File: src/logic/bps_pkg.sv
// Purpose: shared constants for the bus pin function selector
// Assumes: AXI4-Lite access, one aligned 32-bit word per register
// Notes: byte address of a register is four times its index
package bps_pkg;
  localparam int ADDR_W = 12;
  // Register indices
  localparam logic [11:0] PROC_MODE_IDX = 12'h004;
  localparam logic [11:0] CS_CTRL_IDX = 12'h008;
  localparam logic [11:0] P4_DATA_IDX = 12'h3E8;
  localparam logic [11:0] P5_DATA_IDX = 12'h3E9;
  localparam logic [11:0] P4_DIR_IDX = 12'h3EA;
  localparam logic [11:0] P5_DIR_IDX = 12'h3EB;
  localparam logic [11:0] PIN_LEVEL_IDX = 12'h3F0;
  localparam logic [11:0] PULLUP_IDX = 12'h3FD;
  // Field positions
  localparam int MODE_BIT0 = 0;
  localparam int MODE_BIT1 = 1;
  localparam int RW_SEL = 2;
  localparam int AREA1_EN = 1;
  localparam int AREA2_EN = 2;
  localparam int AREA3_EN = 3;
  localparam int PORT5_BIT0_POS = 0;
  localparam int PORT4_BIT5_POS = 5;
  localparam int PORT4_BIT6_POS = 6;
  localparam int PORT4_BIT7_POS = 7;
  localparam int PULL_P44_47 = 1;
  localparam int PULL_PORT5_LOW = 2;
  // Values after reset
  localparam logic [7:0] REG_RESET = 8'h00;
  localparam logic [3:0] PIN_SYNC_RESET = 4'h0;
  localparam logic PIN_OUT_RESET = 1'b1;
  // AXI responses
  localparam logic [1:0] RESP_OKAY = 2'b00;
  localparam logic [1:0] RESP_SLVERR = 2'b10;

  function automatic logic [ADDR_W-1:0] bps_reg_addr(
    input logic [11:0] idx);
    return {idx[9:0], 2'b00};
  endfunction

  function automatic logic bps_is_mapped(input logic [ADDR_W-1:0] a);
    return a == bps_reg_addr(PROC_MODE_IDX) ||
      a == bps_reg_addr(CS_CTRL_IDX) ||
      a == bps_reg_addr(P4_DATA_IDX) ||
      a == bps_reg_addr(P5_DATA_IDX) ||
      a == bps_reg_addr(P4_DIR_IDX) ||
      a == bps_reg_addr(P5_DIR_IDX) ||
      a == bps_reg_addr(PIN_LEVEL_IDX) ||
      a == bps_reg_addr(PULLUP_IDX);
  endfunction
endpackage
File: src/logic/bps_axi_slave.sv
// Purpose: AXI4-Lite slave front end for the pin select registers
// Assumes: one write and one read outstanding at most
// Notes: write strobe pulses one cycle once address and data are held
`timescale 1ns/1ns
`default_nettype none
module bps_axi_slave
  import bps_pkg::*;
(
  // Clock and reset
  input wire logic core_clk,
  input wire logic sys_rst,
  // Write channels
  input wire logic [bps_pkg::ADDR_W-1:0] s_axi_awaddr,
  input wire logic s_axi_awvalid,
  output logic s_axi_awready,
  input wire logic [31:0] s_axi_wdata,
  input wire logic [3:0] s_axi_wstrb,
  input wire logic s_axi_wvalid,
  output logic s_axi_wready,
  output logic [1:0] s_axi_bresp,
  output logic s_axi_bvalid,
  input wire logic s_axi_bready,
  // Read channels
  input wire logic [bps_pkg::ADDR_W-1:0] s_axi_araddr,
  input wire logic s_axi_arvalid,
  output logic s_axi_arready,
  output logic [31:0] s_axi_rdata,
  output logic [1:0] s_axi_rresp,
  output logic s_axi_rvalid,
  input wire logic s_axi_rready,
  // Register file side
  output logic wrEn,
  output logic [bps_pkg::ADDR_W-1:0] wrAddr,
  output logic [31:0] wrData,
  output logic [3:0] wrStrb,
  output logic [bps_pkg::ADDR_W-1:0] rdAddr,
  input wire logic [31:0] rdData
);
  logic rdPend_q;
  assign wrEn = ~s_axi_awready & ~s_axi_wready & ~s_axi_bvalid;

  always_ff @(posedge core_clk or posedge sys_rst)
  begin
    if (sys_rst)
    begin
      s_axi_awready <= 1'b1;
      s_axi_wready <= 1'b1;
      s_axi_bvalid <= 1'b0;
      s_axi_bresp <= RESP_OKAY;
      wrAddr <= '0;
      wrData <= '0;
      wrStrb <= '0;
    end
    else
    begin
      if (s_axi_awvalid && s_axi_awready)
      begin
        wrAddr <= s_axi_awaddr;
        s_axi_awready <= 1'b0;
      end
      if (s_axi_wvalid && s_axi_wready)
      begin
        wrData <= s_axi_wdata;
        wrStrb <= s_axi_wstrb;
        s_axi_wready <= 1'b0;
      end
      if (wrEn)
      begin
        s_axi_bvalid <= 1'b1;
        s_axi_bresp <= bps_is_mapped(wrAddr) ? RESP_OKAY : RESP_SLVERR;
      end
      if (s_axi_bvalid && s_axi_bready)
      begin
        s_axi_bvalid <= 1'b0;
        s_axi_awready <= 1'b1;
        s_axi_wready <= 1'b1;
      end
    end
  end

  always_ff @(posedge core_clk or posedge sys_rst)
  begin
    if (sys_rst)
    begin
      s_axi_arready <= 1'b1;
      s_axi_rvalid <= 1'b0;
      s_axi_rdata <= '0;
      s_axi_rresp <= RESP_OKAY;
      rdAddr <= '0;
      rdPend_q <= 1'b0;
    end
    else
    begin
      rdPend_q <= 1'b0;
      if (s_axi_arvalid && s_axi_arready)
      begin
        rdAddr <= s_axi_araddr;
        s_axi_arready <= 1'b0;
        rdPend_q <= 1'b1;
      end
      if (rdPend_q)
      begin
        s_axi_rvalid <= 1'b1;
        s_axi_rdata <= rdData;
        s_axi_rresp <= bps_is_mapped(rdAddr) ? RESP_OKAY : RESP_SLVERR;
      end
      if (s_axi_rvalid && s_axi_rready)
      begin
        s_axi_rvalid <= 1'b0;
        s_axi_arready <= 1'b1;
      end
    end
  end
endmodule // bps_axi_slave
`default_nettype wire

File: src/logic/bps_pin_cell.sv
// Purpose: one shared pin, alternate function or general port bit
// Assumes: control inputs come from the core_clk domain
// Notes: all pin controls registered so pins never glitch
`timescale 1ns/1ns
`default_nettype none
module bps_pin_cell
  import bps_pkg::*;
(
  // Clock and reset
  input wire logic core_clk,
  input wire logic sys_rst,
  // Selection
  input wire logic altSel,
  input wire logic altVal,
  input wire logic dirOut,
  input wire logic pullSel,
  input wire logic portVal,
  // Pin side
  output logic pinOut,
  output logic pinOe,
  output logic pinPull
);
  wire logic outD = altSel ? altVal : portVal;
  wire logic oeD = altSel | dirOut;
  // Pull-up only while the pin is a port input
  wire logic pullD = ~altSel & ~dirOut & pullSel;

  always_ff @(posedge core_clk or posedge sys_rst)
  begin
    if (sys_rst)
    begin
      pinOut <= PIN_OUT_RESET;
      pinOe <= 1'b0;
      pinPull <= 1'b0;
    end
    else
    begin
      pinOut <= outD;
      pinOe <= oeD;
      pinPull <= pullD;
    end
  end
endmodule // bps_pin_cell
`default_nettype wire

File: src/logic/bps_pin_select.sv
// Purpose: function select for the write strobe and chip select pins
// Assumes: strobes and selects arrive active low from the bus unit
// Notes: pin outputs lag control registers by one clock
//
// Notes on behaviour
// - In bus mode with the strobe select bit clear, port5_bit0 drives the combined store strobe.
// - In bus mode with the strobe select bit set, port5_bit0 drives the low-byte store strobe.
// - In port mode with direction and pull-up clear, port5_bit0 is a floating input.
// - In port mode with direction clear and pull-up set, port5_bit0 is a pulled-up input.
// - In port mode with direction set, port5_bit0 drives its port value and the pull-up is off.
// - In bus mode with the area-3 enable set, port4_bit7 drives the area-3 select line.
// - In bus mode with the area-2 enable set, port4_bit6 drives the area-2 select line.
// - In bus mode with the area-1 enable set, port4_bit5 drives the area-1 select line.
// - Port4 bits 5 to 7 without their select function and with direction clear are inputs.
// - Those inputs take the shared port 4 upper pull-up bit as their pull-up enable.
// - Those bits with direction set drive their port values whatever the pull-up bit.
//
// The AXI4-Lite interface to the registers was decided locally.
`timescale 1ns/1ns
`default_nettype none
module bps_pin_select
  import bps_pkg::*;
(
  // Clock and reset
  input wire logic core_clk,
  input wire logic sys_rst,
  // AXI4-Lite write
  input wire logic [bps_pkg::ADDR_W-1:0] s_axi_awaddr,
  input wire logic s_axi_awvalid,
  output logic s_axi_awready,
  input wire logic [31:0] s_axi_wdata,
  input wire logic [3:0] s_axi_wstrb,
  input wire logic s_axi_wvalid,
  output logic s_axi_wready,
  output logic [1:0] s_axi_bresp,
  output logic s_axi_bvalid,
  input wire logic s_axi_bready,
  // AXI4-Lite read
  input wire logic [bps_pkg::ADDR_W-1:0] s_axi_araddr,
  input wire logic s_axi_arvalid,
  output logic s_axi_arready,
  output logic [31:0] s_axi_rdata,
  output logic [1:0] s_axi_rresp,
  output logic s_axi_rvalid,
  input wire logic s_axi_rready,
  // Bus unit strobes, active low
  input wire logic storeStrobeN,
  input wire logic lowByteStoreStrobeN,
  input wire logic area1SelectLineN,
  input wire logic area2SelectLineN,
  input wire logic area3SelectLineN,
  // Pin port5_bit0
  input wire logic port5Bit0In,
  output logic port5Bit0Out,
  output logic port5Bit0Oe,
  output logic port5Bit0PullUp,
  // Pin port4_bit5
  input wire logic port4Bit5In,
  output logic port4Bit5Out,
  output logic port4Bit5Oe,
  output logic port4Bit5PullUp,
  // Pin port4_bit6
  input wire logic port4Bit6In,
  output logic port4Bit6Out,
  output logic port4Bit6Oe,
  output logic port4Bit6PullUp,
  // Pin port4_bit7
  input wire logic port4Bit7In,
  output logic port4Bit7Out,
  output logic port4Bit7Oe,
  output logic port4Bit7PullUp
);
  import bps_pkg::*;

  logic [7:0] procMode_q;
  logic [7:0] csCtrl_q;
  logic [7:0] p4Dir_q;
  logic [7:0] p5Dir_q;
  logic [7:0] pullUp_q;
  logic [7:0] p4Data_q;
  logic [7:0] p5Data_q;
  logic [3:0] pinMeta_q;
  logic [3:0] pinLevel_q;
  logic wrEn;
  logic [ADDR_W-1:0] wrAddr;
  logic [31:0] wrData;
  logic [3:0] wrStrb;
  logic [ADDR_W-1:0] rdAddr;
  logic [31:0] rdData;

  bps_axi_slave u_slave (
    .core_clk(core_clk),
    .sys_rst(sys_rst),
    .s_axi_awaddr(s_axi_awaddr),
    .s_axi_awvalid(s_axi_awvalid),
    .s_axi_awready(s_axi_awready),
    .s_axi_wdata(s_axi_wdata),
    .s_axi_wstrb(s_axi_wstrb),
    .s_axi_wvalid(s_axi_wvalid),
    .s_axi_wready(s_axi_wready),
    .s_axi_bresp(s_axi_bresp),
    .s_axi_bvalid(s_axi_bvalid),
    .s_axi_bready(s_axi_bready),
    .s_axi_araddr(s_axi_araddr),
    .s_axi_arvalid(s_axi_arvalid),
    .s_axi_arready(s_axi_arready),
    .s_axi_rdata(s_axi_rdata),
    .s_axi_rresp(s_axi_rresp),
    .s_axi_rvalid(s_axi_rvalid),
    .s_axi_rready(s_axi_rready),
    .wrEn(wrEn),
    .wrAddr(wrAddr),
    .wrData(wrData),
    .wrStrb(wrStrb),
    .rdAddr(rdAddr),
    .rdData(rdData)
  );

  // Write decode; only byte lane 0 carries register data
  wire logic wrLane = wrEn & wrStrb[0];
  wire logic wrMode = wrLane & (wrAddr == bps_reg_addr(PROC_MODE_IDX));
  wire logic wrCs = wrLane & (wrAddr == bps_reg_addr(CS_CTRL_IDX));
  wire logic wrP4Dir = wrLane & (wrAddr == bps_reg_addr(P4_DIR_IDX));
  wire logic wrP5Dir = wrLane & (wrAddr == bps_reg_addr(P5_DIR_IDX));
  wire logic wrPull = wrLane & (wrAddr == bps_reg_addr(PULLUP_IDX));
  wire logic wrP4Dat = wrLane & (wrAddr == bps_reg_addr(P4_DATA_IDX));
  wire logic wrP5Dat = wrLane & (wrAddr == bps_reg_addr(P5_DATA_IDX));

  always_ff @(posedge core_clk or posedge sys_rst)
  begin
    if (sys_rst)
    begin
      procMode_q <= REG_RESET;
      csCtrl_q <= REG_RESET;
      p4Dir_q <= REG_RESET;
      p5Dir_q <= REG_RESET;
      pullUp_q <= REG_RESET;
      p4Data_q <= REG_RESET;
      p5Data_q <= REG_RESET;
    end
    else
    begin
      if (wrMode)
        procMode_q <= wrData[7:0];
      if (wrCs)
        csCtrl_q <= wrData[7:0];
      if (wrP4Dir)
        p4Dir_q <= wrData[7:0];
      if (wrP5Dir)
        p5Dir_q <= wrData[7:0];
      if (wrPull)
        pullUp_q <= wrData[7:0];
      if (wrP4Dat)
        p4Data_q <= wrData[7:0];
      if (wrP5Dat)
        p5Data_q <= wrData[7:0];
    end
  end

  // Pins are asynchronous to core_clk: two stages before use
  always_ff @(posedge core_clk or posedge sys_rst)
  begin
    if (sys_rst)
    begin
      pinMeta_q <= PIN_SYNC_RESET;
      pinLevel_q <= PIN_SYNC_RESET;
    end
    else
    begin
      pinMeta_q <= {port4Bit7In, port4Bit6In, port4Bit5In, port5Bit0In};
      pinLevel_q <= pinMeta_q;
    end
  end

  // Read mux
  wire logic [7:0] pinLevelByte = {pinLevel_q[3:1], 4'h0, pinLevel_q[0]};
  assign rdData =
    (rdAddr == bps_reg_addr(PROC_MODE_IDX)) ? {24'h00_0000, procMode_q} :
    (rdAddr == bps_reg_addr(CS_CTRL_IDX)) ? {24'h00_0000, csCtrl_q} :
    (rdAddr == bps_reg_addr(P4_DIR_IDX)) ? {24'h00_0000, p4Dir_q} :
    (rdAddr == bps_reg_addr(P5_DIR_IDX)) ? {24'h00_0000, p5Dir_q} :
    (rdAddr == bps_reg_addr(PULLUP_IDX)) ? {24'h00_0000, pullUp_q} :
    (rdAddr == bps_reg_addr(P4_DATA_IDX)) ? {24'h00_0000, p4Data_q} :
    (rdAddr == bps_reg_addr(P5_DATA_IDX)) ? {24'h00_0000, p5Data_q} :
    (rdAddr == bps_reg_addr(PIN_LEVEL_IDX)) ?
      {24'h00_0000, pinLevelByte} : 32'h0000_0000;

  // Mode bit 0 alone selects the bus functions; bit 1 does not matter
  wire logic busMode = procMode_q[MODE_BIT0];
  wire logic strobeSel = busMode;
  wire logic strobeVal = procMode_q[RW_SEL] ?
    lowByteStoreStrobeN : storeStrobeN;
  wire logic area1Sel = busMode & csCtrl_q[AREA1_EN];
  wire logic area2Sel = busMode & csCtrl_q[AREA2_EN];
  wire logic area3Sel = busMode & csCtrl_q[AREA3_EN];

  bps_pin_cell u_port5b0 (
    .core_clk(core_clk),
    .sys_rst(sys_rst),
    .altSel(strobeSel),
    .altVal(strobeVal),
    .dirOut(p5Dir_q[PORT5_BIT0_POS]),
    .pullSel(pullUp_q[PULL_PORT5_LOW]),
    .portVal(p5Data_q[PORT5_BIT0_POS]),
    .pinOut(port5Bit0Out),
    .pinOe(port5Bit0Oe),
    .pinPull(port5Bit0PullUp)
  );

  bps_pin_cell u_port4b5 (
    .core_clk(core_clk),
    .sys_rst(sys_rst),
    .altSel(area1Sel),
    .altVal(area1SelectLineN),
    .dirOut(p4Dir_q[PORT4_BIT5_POS]),
    .pullSel(pullUp_q[PULL_P44_47]),
    .portVal(p4Data_q[PORT4_BIT5_POS]),
    .pinOut(port4Bit5Out),
    .pinOe(port4Bit5Oe),
    .pinPull(port4Bit5PullUp)
  );

  bps_pin_cell u_port4b6 (
    .core_clk(core_clk),
    .sys_rst(sys_rst),
    .altSel(area2Sel),
    .altVal(area2SelectLineN),
    .dirOut(p4Dir_q[PORT4_BIT6_POS]),
    .pullSel(pullUp_q[PULL_P44_47]),
    .portVal(p4Data_q[PORT4_BIT6_POS]),
    .pinOut(port4Bit6Out),
    .pinOe(port4Bit6Oe),
    .pinPull(port4Bit6PullUp)
  );

  bps_pin_cell u_port4b7 (
    .core_clk(core_clk),
    .sys_rst(sys_rst),
    .altSel(area3Sel),
    .altVal(area3SelectLineN),
    .dirOut(p4Dir_q[PORT4_BIT7_POS]),
    .pullSel(pullUp_q[PULL_P44_47]),
    .portVal(p4Data_q[PORT4_BIT7_POS]),
    .pinOut(port4Bit7Out),
    .pinOe(port4Bit7Oe),
    .pinPull(port4Bit7PullUp)
  );
endmodule // bps_pin_select
`default_nettype wire

File: config.mk
export PLATFORM = sky130hd
export DESIGN_NAME = bps_pin_select
export DESIGN_NICKNAME = d
export VERILOG_FILES = /design/src/logic/bps_pkg.sv /design/src/logic/bps_axi_slave.sv /design/src/logic/bps_pin_cell.sv /design/src/logic/bps_pin_select.sv
export SDC_FILE = /design/constraint.sdc
export NUM_CORES = 1
export LEC_CHECK = 0
export BUFFER_PORTS_ARGS = -buffer_cell sky130_fd_sc_hd__buf_2
export CAP_MARGIN = 10
export CORE_MARGIN = 2
export CORE_UTILIZATION = 49
export DETAILED_ROUTE_END_ITERATION = 8
export PLACE_DENSITY = 0.76
export SYNTH_ARGS = -nofsm -noshare
export SYNTH_HDL_FRONTEND = slang
export SYNTH_SLANG_ARGS = --single-unit
File: constraint.sdc
create_clock -name core_clk -period 4.1 [get_ports core_clk]
set_input_delay 0.82 -clock core_clk [delete_from_list [all_inputs] [get_ports core_clk]]
set_output_delay 0.82 -clock core_clk [all_outputs]
set_load 0.02 [all_outputs]
==> out/results.tsv, run 1 <==
stage	metric	value	unit
cts	cts_resized	0	
floorplan	core_area	0.0113	mm^2
pwr	p_per_area	632	mW/mm^2
drt	vias	3857	
pwr	finalPower	4.16	mW
layout	fin_nets	616	
synthesis	async_flop_share	100	%
cts	clk_path_buf_depth	2	
timing	slew_headroom	25.5	%
cts	cts_sinks	125	
pwr	clockPowerShare	33.5	%
synthesis	yosysUniqueCellTypes	52	
placement	globalplace.congestion	0.876	
hold_path	min-delay-start	pinMeta_q[2]$_DFF_PP0_	
cts	post-cts-setup-buffer-count	0	
global_route	grt_pass1_vias	3917	
timing	period_share	64.4	%
setup_path	required	4390	ps
pwr	p_sw	1.38	mW
synthesis	synthFlopType	dfrtp_1	
cts	cts_root_buf	clkbuf_16	
setup_path	reg2reg_from	u_slave.rdAddr[3]$_DFFE_PP0P_	
drt	ant_nets	0	
drt	dr.pass1.iters	6	
floorplan	initial_core_util	49.7	%
placement	dp_hpwl	8310	um
floorplan	die_x	111	um
pwr	combPwrFrac	22.6	%
placement	io_buffers	75	
synthesis	synth_top_area_share	52.8	%
layout	fin_util	58.5	%
global_route	grt_start_max_net_pins	126	
setup_path	crit_start	u_slave.rdAddr[3]$_DFFE_PP0P_	
drt	routedWlPerCell	17.5	um
timing	setup_tns	0	ps
synthesis	synth_warnings	0	
timing	rsz0062_at_grt	no	
timing	final-setup-viol-count	0	
setup_path	worst_setup_path_end_kind	flip-flop	
drt	drtIter0Drc	199	
timing	fmax	378	MHz
pwr	peakVddDrop	0.287	mV
drt	dr_wl_met2	6210	um
pwr	p_sw_share	33.2	%
synthesis	ys_top_cells_by_count	118 x dfrtp_1, 90 x mux2_2, 29 x nand2_1	
synthesis	syn_inst	457	
pwr	p_leak	3.11	nW
floorplan	fp.dieArea	0.0123	mm^2
synthesis	synthesis.area	0.00560	mm^2
synthesis	syn_area_per_cell	12.2	um^2
synthesis	synth.largest_area_cell	dfrtp_1	
setup_path	worstPathArrival	2930	ps
cts	path_clk_slew	50	ps
timing	skew	5.13	ps
run	drv_cap	0	
synthesis	synth_edf_count	0	
layout	areaGrowthSynthToFinish	17.8	%
drt	route.detailed.drc	0	
drt	wl_met3	769	um
drt	via_per_inst	5.55	
global_route	grt_pass1_wl	19800	um
synthesis	synth_most_common_cell	dfrtp_1	
layout	fill_cells	907	
placement	place_area	0.00604	mm^2
cts	insertion_delay	410	ps
floorplan	fp.dieH	111	um
global_route	grt.overflow.total	0	
synthesis	synthTopCellsByArea	dfrtp_1 53%, mux2_2 18%, buf_4 3.5%	
drt	drt-met1-wl	4940	um
timing	hold_violations	0	
hold_path	hold_path.class	reg -> reg	
global_route	antenna_found_initial	0	
timing	fin_crit	2640	ps
drt	wirelength	12200	um
global_route	grt_usage	20.7	%
layout	fin_area	0.00659	mm^2
floorplan	top_level_ports	129	
status	run_status	finished clean	
cts	cts_tree	yes	
pwr	cell_internal_pwr	2.78	mW
layout	diodes	0	
setup_path	crit_fanout	13	
drt	highest_layer	met4	
cts	cts-htree-levels	4	
timing	maxSlewViolCount	0	
layout	drive_gt1_share	39.7	%
cts	numCtsBuffers	17	
pwr	seqPwrFrac	43.9	%
timing	tightestPinTransition	1110	ps
synthesis	ys_ff_latch	125	
cts	cts_hold_buf	0	
synthesis	ys_seq_area_share	56.0	%
floorplan	fp-row-count	39	
setup_path	critPathKind	reg -> reg	
setup_path	critPathLaunchType	flip-flop	
==> sequential cells by signal (all words and copies together) (netlist names), 4 cells and up <==
register and cells:
u_slave.rdAddr 12, procMode_q 8, p4Dir_q 8, p4Data_q 8
csCtrl_q 8, p5Dir_q 8, pinLevel_q 4, pinMeta_q 4
u_slave.s_axi_rdata 8, pullUp_q 8, p5Data_q 8, u_slave.wrAddr 12
u_slave.wrData 8
==> stage by stage <==
step / setup WS (ps) / hold slack (ps) / std cells
floorplan: 1750 / 331 / 482
global placement: 1650 / 336 / 664
detailed placement: 1570 / 336 / 664
CTS: 1510 / 347 / 695
global route: 1320 / 368 / 695
finish: 1460 / 346 / 695
==> power by group through the flow <==
| stage | Combinational [mW] | Clock (mW) | Sequential, mW |
|---|---|---|---|
| final | 0.943 | 1.39 | 1.83 |
| after global routing | 1.03 | 1.46 | 1.88 |
| after CTS | 0.948 | 1.41 | 1.82 |
| after detailed placement | 0.937 | 0 | 1.84 |
| after global placement | 0.897 | 0 | 1.82 |
| after floorplan | 0.686 | 0 | 1.79 |
==> layout make-up <==
| type | instances | area (um^2) | share of cell area [%] |
|---|---|---|---|
| Sequential cell | 125 | 3140 | 47.6 |
| Multi-Input combinational cell | 305 | 2260 | 34.3 |
| Clock buffer | 24 | 492 | 7.46 |
| Timing Repair Buffer | 78 | 410 | 6.23 |
| Tap cell | 143 | 179 | 2.72 |
| Clock inverter | 7 | 62.6 | 0.949 |
| Inverter | 13 | 52.6 | 0.797 |
==> placed cells by master (no fill, tap or decap), types with 2 or more instances in the layout <==
cell	n
nor2_1	23
conb_1	26
o22ai_1	11
nand4_1	4
and3_1	2
nand2b_1	8
or3_1	3
dfrtp_1	118
clkinvlp_4	2
a211oi_1	5
clkbuf_1	3
nor4_1	6
nor2b_1	3
a21oi_1	21
a22o_1	2
clkbuf_16	17
nand2_1	29
and4_1	3
a21boi_0	2
o211ai_1	3
clkbuf_8	4
mux2_2	90
buf_4	2
o21ai_0	18
a31oi_1	3
o32ai_1	3
or2_2	2
nor3_1	5
nand3_1	4
mux2i_1	5
nor3_2	4
dfstp_2	7
buf_2	75
inv_1	12
clkinv_2	5
o211a_1	2
==> metal layers <==
metal / global-route usage, % / vias up
li1: - / 1770
met1: 26.4 / 1906
met2: 34.1 / 161
met3: 5.36 / 20
met4: 8.33 / 0
met5: 0 / -
==> cell families after synthesis <==
group                  count (synthesis)  share of synthesized area, %
AO/OA/AOI/OAI                         77                          8.63
buffers and inverters                 52                          5.30
flip-flops                           125                          56.0
multiplexers                          96                          19.4
other                                  1                        0.0670
AND/OR/NAND/NOR                      106                          10.6
==> final timing paths <==
path | end | slack [ps] | depth (start not counted)
setup / recovery | u_slave.s_axi_rdata[5]$_DFFE_PP0P_ | 1460 | 5
hold / removal | pinLevel_q[2]$_DFF_PP0_ | 350 | 0
setup reg to reg | u_slave.s_axi_rdata[5]$_DFFE_PP0P_ | 1460 | 5
hold reg to reg | pinLevel_q[2]$_DFF_PP0_ | 350 | 0
max in group asynchronous | pinLevel_q[2]$_DFF_PP0_ | 3010 | 3
min in group asynchronous | u_port4b7.pinOe$_DFF_PP0_ | 520 | 3
==> worst max-delay path, stage by stage, from the launching register on <==
cell,delay [ps]
dfrtp_1,530
nor3_1,600
nand4_1,530
or2_0,530
o22ai_1,240
a21oi_1,80
Power figures use the tool's default switching activity.
==> run 2: changes to the inputs <==
- CORE_UTILIZATION: 49 -> 54
- PLACE_DENSITY: 0.76 -> 0.8
- clock period: 4.1 -> 2.6 ns (I/O delays scaled with it)
==> run 2 against run 1 <==
  * Clock-buffer cell count down 2
  * Sequential share of layout area down 0.85 points
  * Critical path depth unchanged
  * Fmax up 20%
  * Via count up 3.1%
  * Cell count up 0.72%
  * Design area up 1.8%
  * Clock skew up 2.7 ps
  * First-iteration DRC count up 31%
  * Critical path type unchanged
  * Largest cell class unchanged
  * Highest routed layer unchanged
==> out/results.tsv, run 2 (synthesis results as in run 1) <==
stage	metric	value	unit	change
cts	cts_resized	0		unchanged
cts	cts_hold_buf	0		unchanged
setup_path	crit_fanout	8		-5
setup_path	critPathKind	reg -> reg		
cts	post-cts-setup-buffer-count	0		unchanged
global_route	grt_pass1_wl	20800	um	+4.8%
floorplan	die_x	106	um	-4.6%
timing	fin_crit	2200	ps	-437 ps
drt	dr.pass1.iters	5		-1
setup_path	crit_start	u_slave.s_axi_awready$_DFFE_PP1P_		
setup_path	worstRegToRegCells	5		unchanged
pwr	peakVddDrop	0.600	mV	+110%
setup_path	reg2reg_from	u_slave.s_axi_awready$_DFFE_PP1P_		
floorplan	fp.dieArea	0.0112	mm^2	-8.9%
layout	fin_area	0.00671	mm^2	+1.8%
hold_path	min-delay-start	port4Bit7In		
drt	drtIter0Drc	260		+31%
cts	cts_sinks	125		unchanged
setup_path	required	3000	ps	-1390 ps
pwr	combPwrFrac	22.2	%	-0.4 points
timing	final-setup-viol-count	0		unchanged
timing	period_share	84.8	%	+20 points
placement	io_buffers	75		unchanged
placement	globalplace.congestion	0.908		+3.6%
layout	final_common_cell	dfrtp_1		
drt	wirelength	12600	um	+3.4%
timing	hold_violations	0		unchanged
setup_path	worstPathArrival	2600	ps	-330 ps
hold_path	hold_path.class	in -> reg		
timing	maxSlewViolCount	0		unchanged
drt	via_per_inst	5.68		+2.4%
floorplan	fp.dieH	106	um	-4.6%
pwr	seqPwrFrac	42.8	%	-1.1 points
pwr	p_leak	3.18	nW	+2.3%
timing	skew	7.81	ps	+2.68 ps
cts	cts-htree-levels	4		unchanged
status	run_status	finished clean		
pwr	p_per_area	1010	mW/mm^2	+60%
layout	diodes	0		unchanged
cts	cts_root_buf	clkbuf_8		
global_route	grt_start_max_net_pins	126		unchanged
pwr	cell_internal_pwr	4.55	mW	+64%
layout	fin_nets	627		+1.8%
floorplan	top_level_ports	129		unchanged
placement	dp_hpwl	8350	um	+0.50%
global_route	grt.overflow.total	0		unchanged
drt	vias	3978		+3.1%
cts	cts_tree	yes		
drt	route.detailed.drc	0		unchanged
placement	place_inst	668		+0.60%
pwr	clockPowerShare	35.0	%	+1.5 points
layout	stdcell_count	700		+0.72%
pwr	p_sw_share	33.1	%	-0.092 points
layout	drive_gt1_share	41.1	%	+1.5 points
global_route	grt_usage	24.4	%	+3.6 points
timing	rsz0062_at_grt	no		
setup_path	critPathLaunchType	flip-flop		
drt	routedWlPerCell	18.0	um	+2.7%
floorplan	initial_core_util	55.0	%	+5.3 points
cts	numCtsBuffers	17		unchanged
cts	path_clk_slew	60	ps	about the same
timing	setup_tns	0	ps	unchanged
layout	fin_util	65.9	%	+7.4 points
placement	place_area	0.00611	mm^2	+1.2%
pwr	p_sw	2.25	mW	+63%
timing	tightestPinTransition	719	ps	-389 ps
pwr	finalPower	6.80	mW	+63%
timing	fmax	454	MHz	+20%
run	drv_cap	0		unchanged
cts	insertion_delay	520	ps	+110 ps
setup_path	worst_setup_path_end_kind	flip-flop		
layout	reg_top3	u_slave.rdAddr (12), u_slave.wrAddr (12)		
layout	areaGrowthSynthToFinish	19.9	%	
global_route	grt_pass1_vias	4137		+5.6%
global_route	antenna_found_initial	0		unchanged
cts	clk_path_buf_depth	2		unchanged
drt	ant_nets	0		unchanged
layout	final_cell_mix	118 x dfrtp_1, 90 x mux2_2, 75 x buf_2		
floorplan	fp-row-count	37		-5.1%
hold_path	whs_path_depth	1		+1
floorplan	core_area	0.0102	mm^2	-9.6%
timing	slew_headroom	52.0	%	+26 points
run 2: changes by cell type in the layout (fill, tap and decap cells not counted):
cell	delta
clkbuf_16	-1
clkinv_4	+2
clkbuf_1	-1
clkinv_2	-2
buf_4	+11
bufinv_16	+2
clkinvlp_4	+1
run 2: path summary, 6_finish.rpt:
check,to,slack (ps)
max in group asynchronous,csCtrl_q[5]$_DFFE_PP0P_,1890
max reg2reg,pullUp_q[2]$_DFFE_PP0P_,400
min reg2reg,pinLevel_q[3]$_DFF_PP0_,350
min in group asynchronous,u_port4b5.pinPull$_DFF_PP0_,140
max,pullUp_q[2]$_DFFE_PP0P_,400
min,pinMeta_q[3]$_DFF_PP0_,100
run 2: power groups by stage:
stage	clock, mW	sequential [mW]	combinational, mW
4_1_cts	2.41	2.90	1.52
5_1_grt	2.51	2.99	1.65
3_3_place_gp	0	2.89	1.43
2_1_floorplan	0	2.82	1.08
6_report	2.38	2.91	1.51
3_5_place_dp	0	2.92	1.49
run 2: layout make-up:
cell class / count / area, um^2
fill: 780 / 3470
multi-input combinational: 305 / 2260
clock buffer: 22 / 463
inverter: 13 / 52.6
timing repair buffer: 89 / 493
tap: 136 / 170
sequential: 125 / 3140
clock inverter: 10 / 138
run 2: metal layers:
layer	share of wire (%)	routed length, um	global-route usage [%]
met1	39	4910	29.9
met2	52	6500	40.6
met3	6.6	828	6.00
met4	2.8	355	11.5
met5	0	0	0
run 2: metrics by stage:
stage	hold slack, ps	setup slack (ps)
final	99.5	395
after global routing	84.5	318
after CTS	90.3	385
after detailed placement	338	416
after global placement	334	436
after floorplan	331	369
run 2: worst max-delay path, cell delays in order, from the launching register on:
cell and delay, ps:
dfstp_2 380, or3_4 410, or4_4 460, nor4_4 250
buf_4 210, mux2_2 360
